[src/verilog/pin_function_pkg.sv]
// constants shared by the indicator and general-purpose pin function select logic
// ============================================================================
package pin_function_pkg;
	// ========================================================================
	// register map, byte addresses on the 32-bit bus
	localparam logic [3:0] ADDR_CONTROL = 4'h0;
	localparam logic [3:0] ADDR_GENERAL_IO = 4'h4;
	localparam logic [3:0] ADDR_STATUS = 4'h8;
	localparam int unsigned ADDR_BITS = 4;

	// control register fields
	localparam int unsigned CTL_LINK_FN = 0;
	localparam int unsigned CTL_SPEED_FN_LO = 1;
	localparam int unsigned CTL_COL_FN_LO = 3;
	localparam int unsigned CTL_RXD3_FN_LO = 5;
	localparam int unsigned CTL_MEDIA_LO = 7;
	localparam int unsigned CTL_COL_SRC_LO = 9;
	localparam int unsigned CTL_RXD3_SRC_LO = 11;
	localparam int unsigned CTL_WIDTH = 13;
	localparam logic [12:0] CONTROL_RESET = 13'h0000;

	// general io register: values in [2:0], drive enables in [5:3]
	localparam int unsigned GIO_OE_LO = 3;
	localparam int unsigned GIO_WIDTH = 6;
	localparam logic [5:0] GENERAL_IO_RESET = 6'h00;

	// pin function codes
	localparam logic [1:0] FN_DEFAULT = 2'h0;
	localparam logic [1:0] FN_INDICATOR = 2'h1;
	localparam logic [1:0] FN_GENERAL_IO = 2'h2;

	// indicator sources for the reused pins
	localparam logic [1:0] SRC_LINK = 2'h0;
	localparam logic [1:0] SRC_ACTIVITY = 2'h1;
	localparam logic [1:0] SRC_SPEED = 2'h2;
	localparam logic [1:0] SRC_DUPLEX = 2'h3;

	// mac interface modes
	localparam logic [1:0] MAC_MII = 2'h0;
	localparam logic [1:0] MAC_RMII = 2'h1;
	localparam logic [1:0] MAC_RGMII = 2'h2;

	// media signalling selection and result
	localparam logic [1:0] MEDIA_AUTO = 2'h0;
	localparam logic [1:0] MEDIA_10TE = 2'h1;
	localparam logic [1:0] MEDIA_100TX = 2'h2;
	localparam logic [1:0] MEDIA_100FX = 2'h3;

	// axi response codes
	localparam logic [1:0] RESP_OKAY = 2'h0;
	localparam logic [1:0] RESP_SLVERR = 2'h2;

	// activity blink: half period in ms, reference clock in kHz
	localparam int unsigned BLINK_HALF_MS = 50;
	localparam int unsigned CLOCK_KHZ = 25000;
	localparam int unsigned BLINK_HALF_CYCLES = BLINK_HALF_MS * CLOCK_KHZ;
endpackage

[src/verilog/led_gpio_pin_function_select.sv]
// indicator, general io and media select logic with an AXI4-Lite register slave
`timescale 1ns/1ns
module led_gpio_pin_function_select
#(
	parameter int unsigned BLINK_HALF_CYCLES = pin_function_pkg::BLINK_HALF_CYCLES
)
(
	// clock and reset
	input wire logic aclk,
	input wire logic aresetn,
	// axi4-lite write address
	input wire logic awvalid,
	output logic awready,
	input wire logic [3:0] awaddr,
	input wire logic [2:0] awprot,
	// axi4-lite write data
	input wire logic wvalid,
	output logic wready,
	input wire logic [31:0] wdata,
	input wire logic [3:0] wstrb,
	// axi4-lite write response
	output logic bvalid,
	input wire logic bready,
	output logic [1:0] bresp,
	// axi4-lite read address
	input wire logic arvalid,
	output logic arready,
	input wire logic [3:0] araddr,
	input wire logic [2:0] arprot,
	// axi4-lite read data
	output logic rvalid,
	input wire logic rready,
	output logic [31:0] rdata,
	output logic [1:0] rresp,
	// link state from the transceiver core
	input wire logic [1:0] mac_mode,
	input wire logic link_up,
	input wire logic speed_100,
	input wire logic full_duplex,
	input wire logic tx_active,
	input wire logic rx_active,
	input wire logic tx_media_busy,
	input wire logic rx_media_busy,
	input wire logic fibre_capable,
	input wire logic rx_data_bit3,
	// media signalling towards the analog front end
	output logic [1:0] media_type,
	output logic signal_detect,
	// indicator and multi-purpose pins
	output logic link_activity_indicator,
	input wire logic speed_indicator_pin_in,
	output logic speed_indicator_pin_out,
	output logic speed_indicator_pin_oe,
	input wire logic collision_pin_in,
	output logic collision_pin_out,
	output logic collision_pin_oe,
	input wire logic receive_data_bit_three_in,
	output logic receive_data_bit_three_out,
	output logic receive_data_bit_three_oe
);
	// ========================================================================
	// register bus
	logic [12:0] control;
	logic [5:0] general_io;
	logic aw_held;
	logic w_held;
	logic [3:0] aw_addr;
	logic [31:0] w_data;
	logic [3:0] w_strb;
	logic [31:0] status_word;
	logic [31:0] next_rdata;
	logic next_rbad;

	assign awready = !aw_held && !bvalid;
	assign wready = !w_held && !bvalid;
	assign arready = !rvalid;

	// address and data may arrive in either order; each is held until both are in
	always_ff @(posedge aclk)
	begin
		if (!aresetn)
		begin
			aw_held <= 1'b0;
			w_held <= 1'b0;
			aw_addr <= 4'h0;
			w_data <= 32'h00000000;
			w_strb <= 4'h0;
		end
		else
		begin
			if (awvalid && awready)
			begin
				aw_held <= 1'b1;
				aw_addr <= awaddr;
			end
			else if (aw_held && w_held)
				aw_held <= 1'b0;
			if (wvalid && wready)
			begin
				w_held <= 1'b1;
				w_data <= wdata;
				w_strb <= wstrb;
			end
			else if (aw_held && w_held)
				w_held <= 1'b0;
		end
	end

	// the write commits in the cycle both halves are held
	always_ff @(posedge aclk)
	begin
		if (!aresetn)
		begin
			control <= pin_function_pkg::CONTROL_RESET;
			general_io <= pin_function_pkg::GENERAL_IO_RESET;
			bvalid <= 1'b0;
			bresp <= pin_function_pkg::RESP_OKAY;
		end
		else if (aw_held && w_held)
		begin
			bvalid <= 1'b1;
			bresp <= pin_function_pkg::RESP_OKAY;
			case (aw_addr)
				pin_function_pkg::ADDR_CONTROL:
				begin
					if (w_strb[0])
						control[7:0] <= w_data[7:0];
					if (w_strb[1])
						control[12:8] <= w_data[12:8];
				end
				pin_function_pkg::ADDR_GENERAL_IO:
				begin
					if (w_strb[0])
						general_io <= w_data[5:0];
				end
				pin_function_pkg::ADDR_STATUS:
					bresp <= pin_function_pkg::RESP_OKAY;
				default:
					bresp <= pin_function_pkg::RESP_SLVERR;
			endcase
		end
		else if (bvalid && bready)
			bvalid <= 1'b0;
	end

	always_comb
	begin
		next_rbad = 1'b0;
		case (araddr)
			pin_function_pkg::ADDR_CONTROL:
				next_rdata = {19'h00000, control};
			pin_function_pkg::ADDR_GENERAL_IO:
				next_rdata = {26'h0000000, general_io};
			pin_function_pkg::ADDR_STATUS:
				next_rdata = status_word;
			default:
			begin
				next_rdata = 32'h00000000;
				next_rbad = 1'b1;
			end
		endcase
	end

	always_ff @(posedge aclk)
	begin
		if (!aresetn)
		begin
			rvalid <= 1'b0;
			rdata <= 32'h00000000;
			rresp <= pin_function_pkg::RESP_OKAY;
		end
		else if (arvalid && arready)
		begin
			rvalid <= 1'b1;
			rdata <= next_rdata;
			rresp <= next_rbad ? pin_function_pkg::RESP_SLVERR : pin_function_pkg::RESP_OKAY;
		end
		else if (rvalid && rready)
			rvalid <= 1'b0;
	end

	// ========================================================================
	// configuration fields
	logic link_fn_activity;
	logic [1:0] speed_fn;
	logic [1:0] col_fn;
	logic [1:0] rxd3_fn;
	logic [1:0] media_sel;
	logic [1:0] col_src;
	logic [1:0] rxd3_src;

	assign link_fn_activity = control[pin_function_pkg::CTL_LINK_FN];
	assign speed_fn = control[pin_function_pkg::CTL_SPEED_FN_LO +: 2];
	assign col_fn = control[pin_function_pkg::CTL_COL_FN_LO +: 2];
	assign rxd3_fn = control[pin_function_pkg::CTL_RXD3_FN_LO +: 2];
	assign media_sel = control[pin_function_pkg::CTL_MEDIA_LO +: 2];
	assign col_src = control[pin_function_pkg::CTL_COL_SRC_LO +: 2];
	assign rxd3_src = control[pin_function_pkg::CTL_RXD3_SRC_LO +: 2];

	// ========================================================================
	// media signalling selection
	logic [1:0] next_media;

	always_comb
	begin
		if (media_sel != pin_function_pkg::MEDIA_AUTO)
			next_media = media_sel;
		else if (fibre_capable)
			next_media = pin_function_pkg::MEDIA_100FX;
		else if (speed_100)
			next_media = pin_function_pkg::MEDIA_100TX;
		else
			next_media = pin_function_pkg::MEDIA_10TE;
	end

	always_ff @(posedge aclk)
	begin
		if (!aresetn)
			media_type <= pin_function_pkg::MEDIA_10TE;
		else
			media_type <= next_media;
	end

	// ========================================================================
	// activity blink timebase; a slow fixed half period keeps the blink visible
	logic [31:0] blink_count;
	logic blink_phase;

	always_ff @(posedge aclk)
	begin
		if (!aresetn)
		begin
			blink_count <= 32'h00000000;
			blink_phase <= 1'b0;
		end
		else if (blink_count >= 32'(BLINK_HALF_CYCLES - 1))
		begin
			blink_count <= 32'h00000000;
			blink_phase <= !blink_phase;
		end
		else
			blink_count <= blink_count + 32'h00000001;
	end

	// ========================================================================
	// indicator levels
	logic traffic;
	logic link_led;
	logic activity_led;
	logic collision_level;
	logic col_led;
	logic rxd3_led;
	logic fibre;

	assign traffic = tx_active || rx_active;
	assign activity_led = link_up && !(traffic && blink_phase);
	assign link_led = link_fn_activity ? activity_led : link_up;
	assign collision_level = !full_duplex && tx_media_busy && rx_media_busy;
	assign fibre = media_type == pin_function_pkg::MEDIA_100FX;

	function automatic logic pick_source(input logic [1:0] src, input logic act);
		case (src)
			pin_function_pkg::SRC_LINK:
				pick_source = link_up;
			pin_function_pkg::SRC_ACTIVITY:
				pick_source = act;
			pin_function_pkg::SRC_SPEED:
				pick_source = link_up && speed_100;
			default:
				pick_source = link_up && full_duplex;
		endcase
	endfunction

	assign col_led = pick_source(col_src, activity_led);
	assign rxd3_led = pick_source(rxd3_src, activity_led);

	// ========================================================================
	// pin drivers, all registered
	logic next_col_out;
	logic next_col_oe;
	logic next_rxd3_out;
	logic next_rxd3_oe;
	logic next_speed_out;
	logic next_speed_oe;

	always_comb
	begin
		next_speed_out = 1'b0;
		next_speed_oe = 1'b0;
		if (fibre)
			next_speed_oe = 1'b0;
		else if (speed_fn == pin_function_pkg::FN_INDICATOR)
		begin
			next_speed_oe = 1'b1;
			next_speed_out = link_up && speed_100;
		end
		else if (speed_fn == pin_function_pkg::FN_GENERAL_IO)
		begin
			next_speed_oe = general_io[pin_function_pkg::GIO_OE_LO];
			next_speed_out = general_io[0];
		end
	end

	always_comb
	begin
		next_col_out = 1'b0;
		next_col_oe = 1'b0;
		if (col_fn == pin_function_pkg::FN_GENERAL_IO)
		begin
			next_col_oe = general_io[pin_function_pkg::GIO_OE_LO + 1];
			next_col_out = general_io[1];
		end
		else if (col_fn == pin_function_pkg::FN_INDICATOR && mac_mode == pin_function_pkg::MAC_MII)
		begin
			// in half duplex the pin is still needed for collision
			next_col_oe = 1'b1;
			next_col_out = full_duplex ? col_led : collision_level;
		end
		else if (col_fn == pin_function_pkg::FN_INDICATOR)
		begin
			next_col_oe = 1'b1;
			next_col_out = col_led;
		end
		else if (mac_mode == pin_function_pkg::MAC_MII)
		begin
			next_col_oe = 1'b1;
			next_col_out = collision_level;
		end
	end

	always_comb
	begin
		next_rxd3_out = rx_data_bit3;
		next_rxd3_oe = 1'b1;
		if (mac_mode != pin_function_pkg::MAC_RMII)
		begin
			next_rxd3_out = rx_data_bit3;
			next_rxd3_oe = 1'b1;
		end
		else if (rxd3_fn == pin_function_pkg::FN_INDICATOR)
		begin
			next_rxd3_out = rxd3_led;
			next_rxd3_oe = 1'b1;
		end
		else if (rxd3_fn == pin_function_pkg::FN_GENERAL_IO)
		begin
			next_rxd3_out = general_io[2];
			next_rxd3_oe = general_io[pin_function_pkg::GIO_OE_LO + 2];
		end
		else
		begin
			next_rxd3_out = 1'b0;
			next_rxd3_oe = 1'b0;
		end
	end

	always_ff @(posedge aclk)
	begin
		if (!aresetn)
		begin
			link_activity_indicator <= 1'b0;
			speed_indicator_pin_out <= 1'b0;
			speed_indicator_pin_oe <= 1'b0;
			collision_pin_out <= 1'b0;
			collision_pin_oe <= 1'b0;
			receive_data_bit_three_out <= 1'b0;
			receive_data_bit_three_oe <= 1'b0;
			signal_detect <= 1'b0;
		end
		else
		begin
			link_activity_indicator <= link_led;
			speed_indicator_pin_out <= next_speed_out;
			speed_indicator_pin_oe <= next_speed_oe;
			collision_pin_out <= next_col_out;
			collision_pin_oe <= next_col_oe;
			receive_data_bit_three_out <= next_rxd3_out;
			receive_data_bit_three_oe <= next_rxd3_oe;
			signal_detect <= fibre && speed_indicator_pin_in;
		end
	end

	assign status_word = {22'h000000, signal_detect, media_type, receive_data_bit_three_in,
		collision_pin_in, speed_indicator_pin_in, blink_phase, full_duplex, speed_100, link_up};

	// ========================================================================
	// checks
	link_default_a: assert property (@(posedge aclk) disable iff (!aresetn)
		!link_fn_activity && !$rose(link_fn_activity) |=> link_activity_indicator == $past(link_up))
		else $error("link indicator does not follow link state");
	activity_blink_a: assert property (@(posedge aclk) disable iff (!aresetn)
		link_fn_activity && link_up && !traffic |=> link_activity_indicator)
		else $error("activity indicator off with idle link up");
	speed_tristate_a: assert property (@(posedge aclk) disable iff (!aresetn)
		speed_fn == pin_function_pkg::FN_DEFAULT |=> !speed_indicator_pin_oe)
		else $error("speed pin driven in default function");
	speed_value_a: assert property (@(posedge aclk) disable iff (!aresetn)
		speed_fn == pin_function_pkg::FN_INDICATOR && !fibre && link_up
		|=> speed_indicator_pin_oe && speed_indicator_pin_out == $past(speed_100))
		else $error("speed indicator wrong");
	fibre_detect_a: assert property (@(posedge aclk) disable iff (!aresetn)
		fibre |=> !speed_indicator_pin_oe && signal_detect == $past(speed_indicator_pin_in))
		else $error("signal detect not taken in fibre mode");
	collision_duplex_a: assert property (@(posedge aclk) disable iff (!aresetn)
		col_fn == pin_function_pkg::FN_DEFAULT && mac_mode == pin_function_pkg::MAC_MII
		|=> collision_pin_oe && collision_pin_out == $past(collision_level))
		else $error("collision pin wrong");
	col_general_a: assert property (@(posedge aclk) disable iff (!aresetn)
		col_fn == pin_function_pkg::FN_GENERAL_IO
		|=> collision_pin_out == $past(general_io[1]))
		else $error("collision pin not general io");
	rxd3_keep_a: assert property (@(posedge aclk) disable iff (!aresetn)
		mac_mode != pin_function_pkg::MAC_RMII
		|=> receive_data_bit_three_oe && receive_data_bit_three_out == $past(rx_data_bit3))
		else $error("receive bit three repurposed outside RMII");
	media_forced_a: assert property (@(posedge aclk) disable iff (!aresetn)
		media_sel != pin_function_pkg::MEDIA_AUTO ##1 $stable(media_sel)
		|=> media_type == $past(media_sel, 2))
		else $error("forced media type not applied");
	blink_period_a: assert property (@(posedge aclk) disable iff (!aresetn)
		blink_count < 32'(BLINK_HALF_CYCLES))
		else $error("blink counter past half period");
endmodule

[config.mk]
export PLATFORM = sky130hd
export DESIGN_NAME = led_gpio_pin_function_select
export DESIGN_NICKNAME = d
export VERILOG_FILES = /design/src/verilog/pin_function_pkg.sv /design/src/verilog/led_gpio_pin_function_select.sv
export SDC_FILE = /design/constraint.sdc
export NUM_CORES = 1
export LEC_CHECK = 0
export CAP_MARGIN = 25
export CORE_MARGIN = 2
export CORE_UTILIZATION = 37
export CTS_BUF_LIST = sky130_fd_sc_hd__clkbuf_16
export CTS_CLUSTER_SIZE = 8
export DETAILED_ROUTE_END_ITERATION = 7
export DONT_BUFFER_PORTS = 1
export GPL_TIMING_DRIVEN = 0
export SLEW_MARGIN = 5
export SYNTH_ARGS = -nofsm -noshare
export SYNTH_HDL_FRONTEND = slang
export SYNTH_SLANG_ARGS = --single-unit
[constraint.sdc]
create_clock -name aclk -period 5 [get_ports aclk]
set_input_delay 0.25 -clock aclk [delete_from_list [all_inputs] [get_ports aclk]]
set_output_delay 0.25 -clock aclk [all_outputs]
set_load 0.02 [all_outputs]
==> metrics.md <==
| Metric | Value |
|---|---|
| # fillers | `about 1000` |
| HP Class | `in -> reg` |
| Peak fanout along the critical path | `5` |
| Outcome | `finished clean` |
| Async set-reset flop share out of synthesis | `0` |
| Routed wl met2 | `4030 um` |
| Setup TNS | `0 ps` |
| # nets final | `574` |
| Internal power of the cells | `about 1300 uW` |
| Initial antenna violation count | `0` |
| Setup bufs post-CTS | `0` |
| CTS tree | `yes` |
| Startpoint Class | `register` |
| Starting Density | `0.381` |
| Number of synthesized flops with an enable pin | `0` |
| Synth top area cells | `dfxtp_1 (49%), nand2_1 (6.1%), mux2i_1 (6.1%)` |
| Yosys warns | `0` |
| GR Util All Layers | `0.156` |
| Register share of total power | `0.505` |
| Top-count cell post-synth | `dfxtp_1` |
| Vias after detailed routing | `between 3000 and 4000` |
| Fmax | `around 500 MHz` |
| Slew headroom | `0.427` |
| First-pass GRT wire length | `around 14000 um` |
| Die Y | `between 100 and 150 um` |
| Primary FF master, synth | `dfxtp_1` |
| Mean Syn Cell Area | `8.99 um2` |
| Clock slew at reported path FFs | `~70 ps` |
| # Max-Cap Violations | `0` |
| Pre-antenna DRT Iters | `4` |
| Slew Limit Fails | `0` |
| Min cycle time layout | `2000 ps` |
| Placed Area | `around 0.0044 mm2` |
| Maximum VDD drop | `0.182 mV` |
| Area share of the largest cell type after synthesis | `0.485` |
| Worst skew pair latency | `330 ps` |
| Layout cell share with drive strength beyond 1 | `0.116` |
| Post-DRT Antenna Nets | `0` |
| Critical Path AT | `between 2000 and 2500 ps` |
| Initial detailed-routing violation count | `161` |
| CTS sink cnt | `100` |
| Grt total ovfl | `0` |
| Post-synth cell types | `53` |
| Combinational share of power | `0.060` |
| DR top layer | `met4` |
| Actual slew at the worst max-slew pin | `about 860 ps` |
| Horiz. Die Dim | `~110 um` |
| Net load switching power | `~380 uW` |
| Endpoints failing setup | `0` |
| WL met3 | `868 um` |
| Core Rows | `38` |
| Post-Syn Instances | `459` |
| Final HPWL DP | `approximately 7000 um` |
| Routability Congestion | `0.895` |
| #FFs+latches synth | `100` |
| Hold Vio Cnt, Final | `0` |
| Ports | `122` |
| Clock network power share | `0.436` |
| Leak | `0.00180 uW` |
| Total CTS buffers | `9` |
| PwrDens | `351 mW/mm2` |
| Setup CP Type | `reg -> reg` |
| Root Buffer | `clkbuf_16` |
| List of most frequent post-synthesis cells | `dfxtp_1 (100), nand2_1 (67), nor2_1 (63)` |
| Unrepaired setup endpoints after global routing | `no` |
| Final Cycle Share | `0.401` |
| DR DRC count | `0` |
| Die area | `around 0.012 mm2` |
| ANT cells | `0` |
| Worst-case clock buffer depth | `2` |
| PostCTS Resize Cnt | `0` |
| Max H-tree Level | `3` |
| Worst Clk Skew | `around 7 ps` |
| Sw frac | `0.225` |
| WP data required | `5230 ps` |
| Vias in the first global route | `2935` |
| WL final | `approximately 9000 um` |
| DRT met1 WL | `approximately 3900 um` |
| Vias/cell | `4.91` |
| Smallest hold slack | `roughly 37 ps` |
| Post-synth top area cell | `dfxtp_1` |
| Fraction of the yosys area taken by sequential cells | `0.485` |
| Area Growth Syn to Fin | `15.0%` |
| Fin area | `~0.0047 mm2` |
| WL/cell | `13.9 um` |
| Number of port buffers | `0` |
| Largest net degree at the start of global routing | `17` |
| Core area | `between 0.01 and 0.015 mm2` |
| Synth Cell Area | `0.00413 mm2` |
| Worst setup EP type | `register` |
[what timing repair did]
action                                 4_1_cts  5_1_grt
hold buffers                                 1        0
endpoints found under the hold margin        1        0
setup endpoints to repair                    0        0
[cell families (layout without fill, tap and decap cells)]
logic type	after synthesis	in the layout	synth area share
AND/OR/NAND/NOR	190	190	0.220
flip-flops	100	100	0.485
AO/OA/AOI/OAI	70	70	0.110
buffers and inverters	49	66	0.0679
multiplexers	30	30	0.0743
XOR/XNOR	18	18	0.0382
adder cells (fa/ha/maj)	1	1	0.00303
other	1	32	0.000909
[routing by layer]
metal,track usage,vias up
li1,-,1603
met1,0.187,1461
met2,0.251,102
met3,0.0581,14
met4,0.0660,0
met5,0,-
[layout by cell type (no fill, tap or decap), types with 4 or more instances in the layout]
| master | instances |
|---|---|
| nor3_1 | 5 |
| xor2_1 | 9 |
| buf_4 | 22 |
| a21oi_1 | 31 |
| clkbuf_1 | 11 |
| nand2_1 | 67 |
| dfxtp_1 | 100 |
| a22o_1 | 4 |
| clkbuf_16 | 9 |
| o21ai_0 | 12 |
| nand4_1 | 4 |
| inv_1 | 9 |
| nor4_1 | 4 |
| mux2i_1 | 25 |
| mux2_2 | 5 |
| nand3_1 | 15 |
| buf_2 | 4 |
| a211oi_1 | 4 |
| nor2_1 | 63 |
| nor2b_1 | 6 |
| conb_1 | 32 |
| xnor2_1 | 9 |
| a22oi_1 | 6 |
[stage by stage]
| step | worst slack (ps) | instances | utilization | total power, uW |
|---|---|---|---|---|
| finish | 3000 | 647 | 0.438 | 1670 |
| floorplan | 3350 | 490 | - | 937 |
| CTS | 3040 | 647 | 0.438 | 1680 |
| detailed placement | 3060 | 630 | 0.408 | 958 |
| global route | 2850 | 647 | 0.438 | 1720 |
| global placement | 3100 | 630 | 0.408 | 954 |
[layout make-up]
| class | count | area, um2 | share of cell area |
|---|---|---|---|
| Buffer | 39 | 243 | 0.0512 |
| Clock buffer | 9 | 225 | 0.0475 |
| Clock inverter | 7 | 91.3 | 0.0193 |
| Inverter | 10 | 37.5 | 0.00791 |
| Multi-Input combinational cell | 341 | 1960 | 0.413 |
| Sequential cell | 100 | 2000 | 0.422 |
| Tap cell | 140 | 175 | 0.0369 |
| Timing Repair Buffer | 1 | 10.0 | 0.00211 |
[critical path, cell delays in order, from the launching register on]
cell     delay [ps]
dfxtp_1         390
ha_1            280
nand4_1         230
nor4_1          580
nand4_1         190
xor2_1          170
nor2_1           50
[state kept, by name, indices dropped and copies added (netlist names), 2 cells and up]
register,flops
aw_addr,4
general_io,6
blink_count,32
control,13
w_strb,2
rdata,13
w_data,13
media_type,2
[worst paths after layout]
check / startpoint / end / slack (ps) / cells past startpoint
setup reg to reg: blink_count[0] / blink_count[18] / 3000 / 6
setup / recovery: blink_count[0] / blink_count[18] / 3000 / 6
hold / removal: speed_indicator_pin_in / signal_detect / 40 / 2
hold reg to reg: w_strb[1] / w_strb[1] / 460 / 2
[power by group through the flow]
| stage | logic, uW | clock network [uW] | registers (uW) |
|---|---|---|---|
| finish | 99.7 | 726 | 841 |
| global route | 111 | 769 | 844 |
| CTS | 99.4 | 740 | 841 |
| detailed placement | 98.5 | 0 | 859 |
| global placement | 96.1 | 0 | 858 |
| floorplan | 82.8 | 0 | 854 |
(Power assumes the default switching activity.)
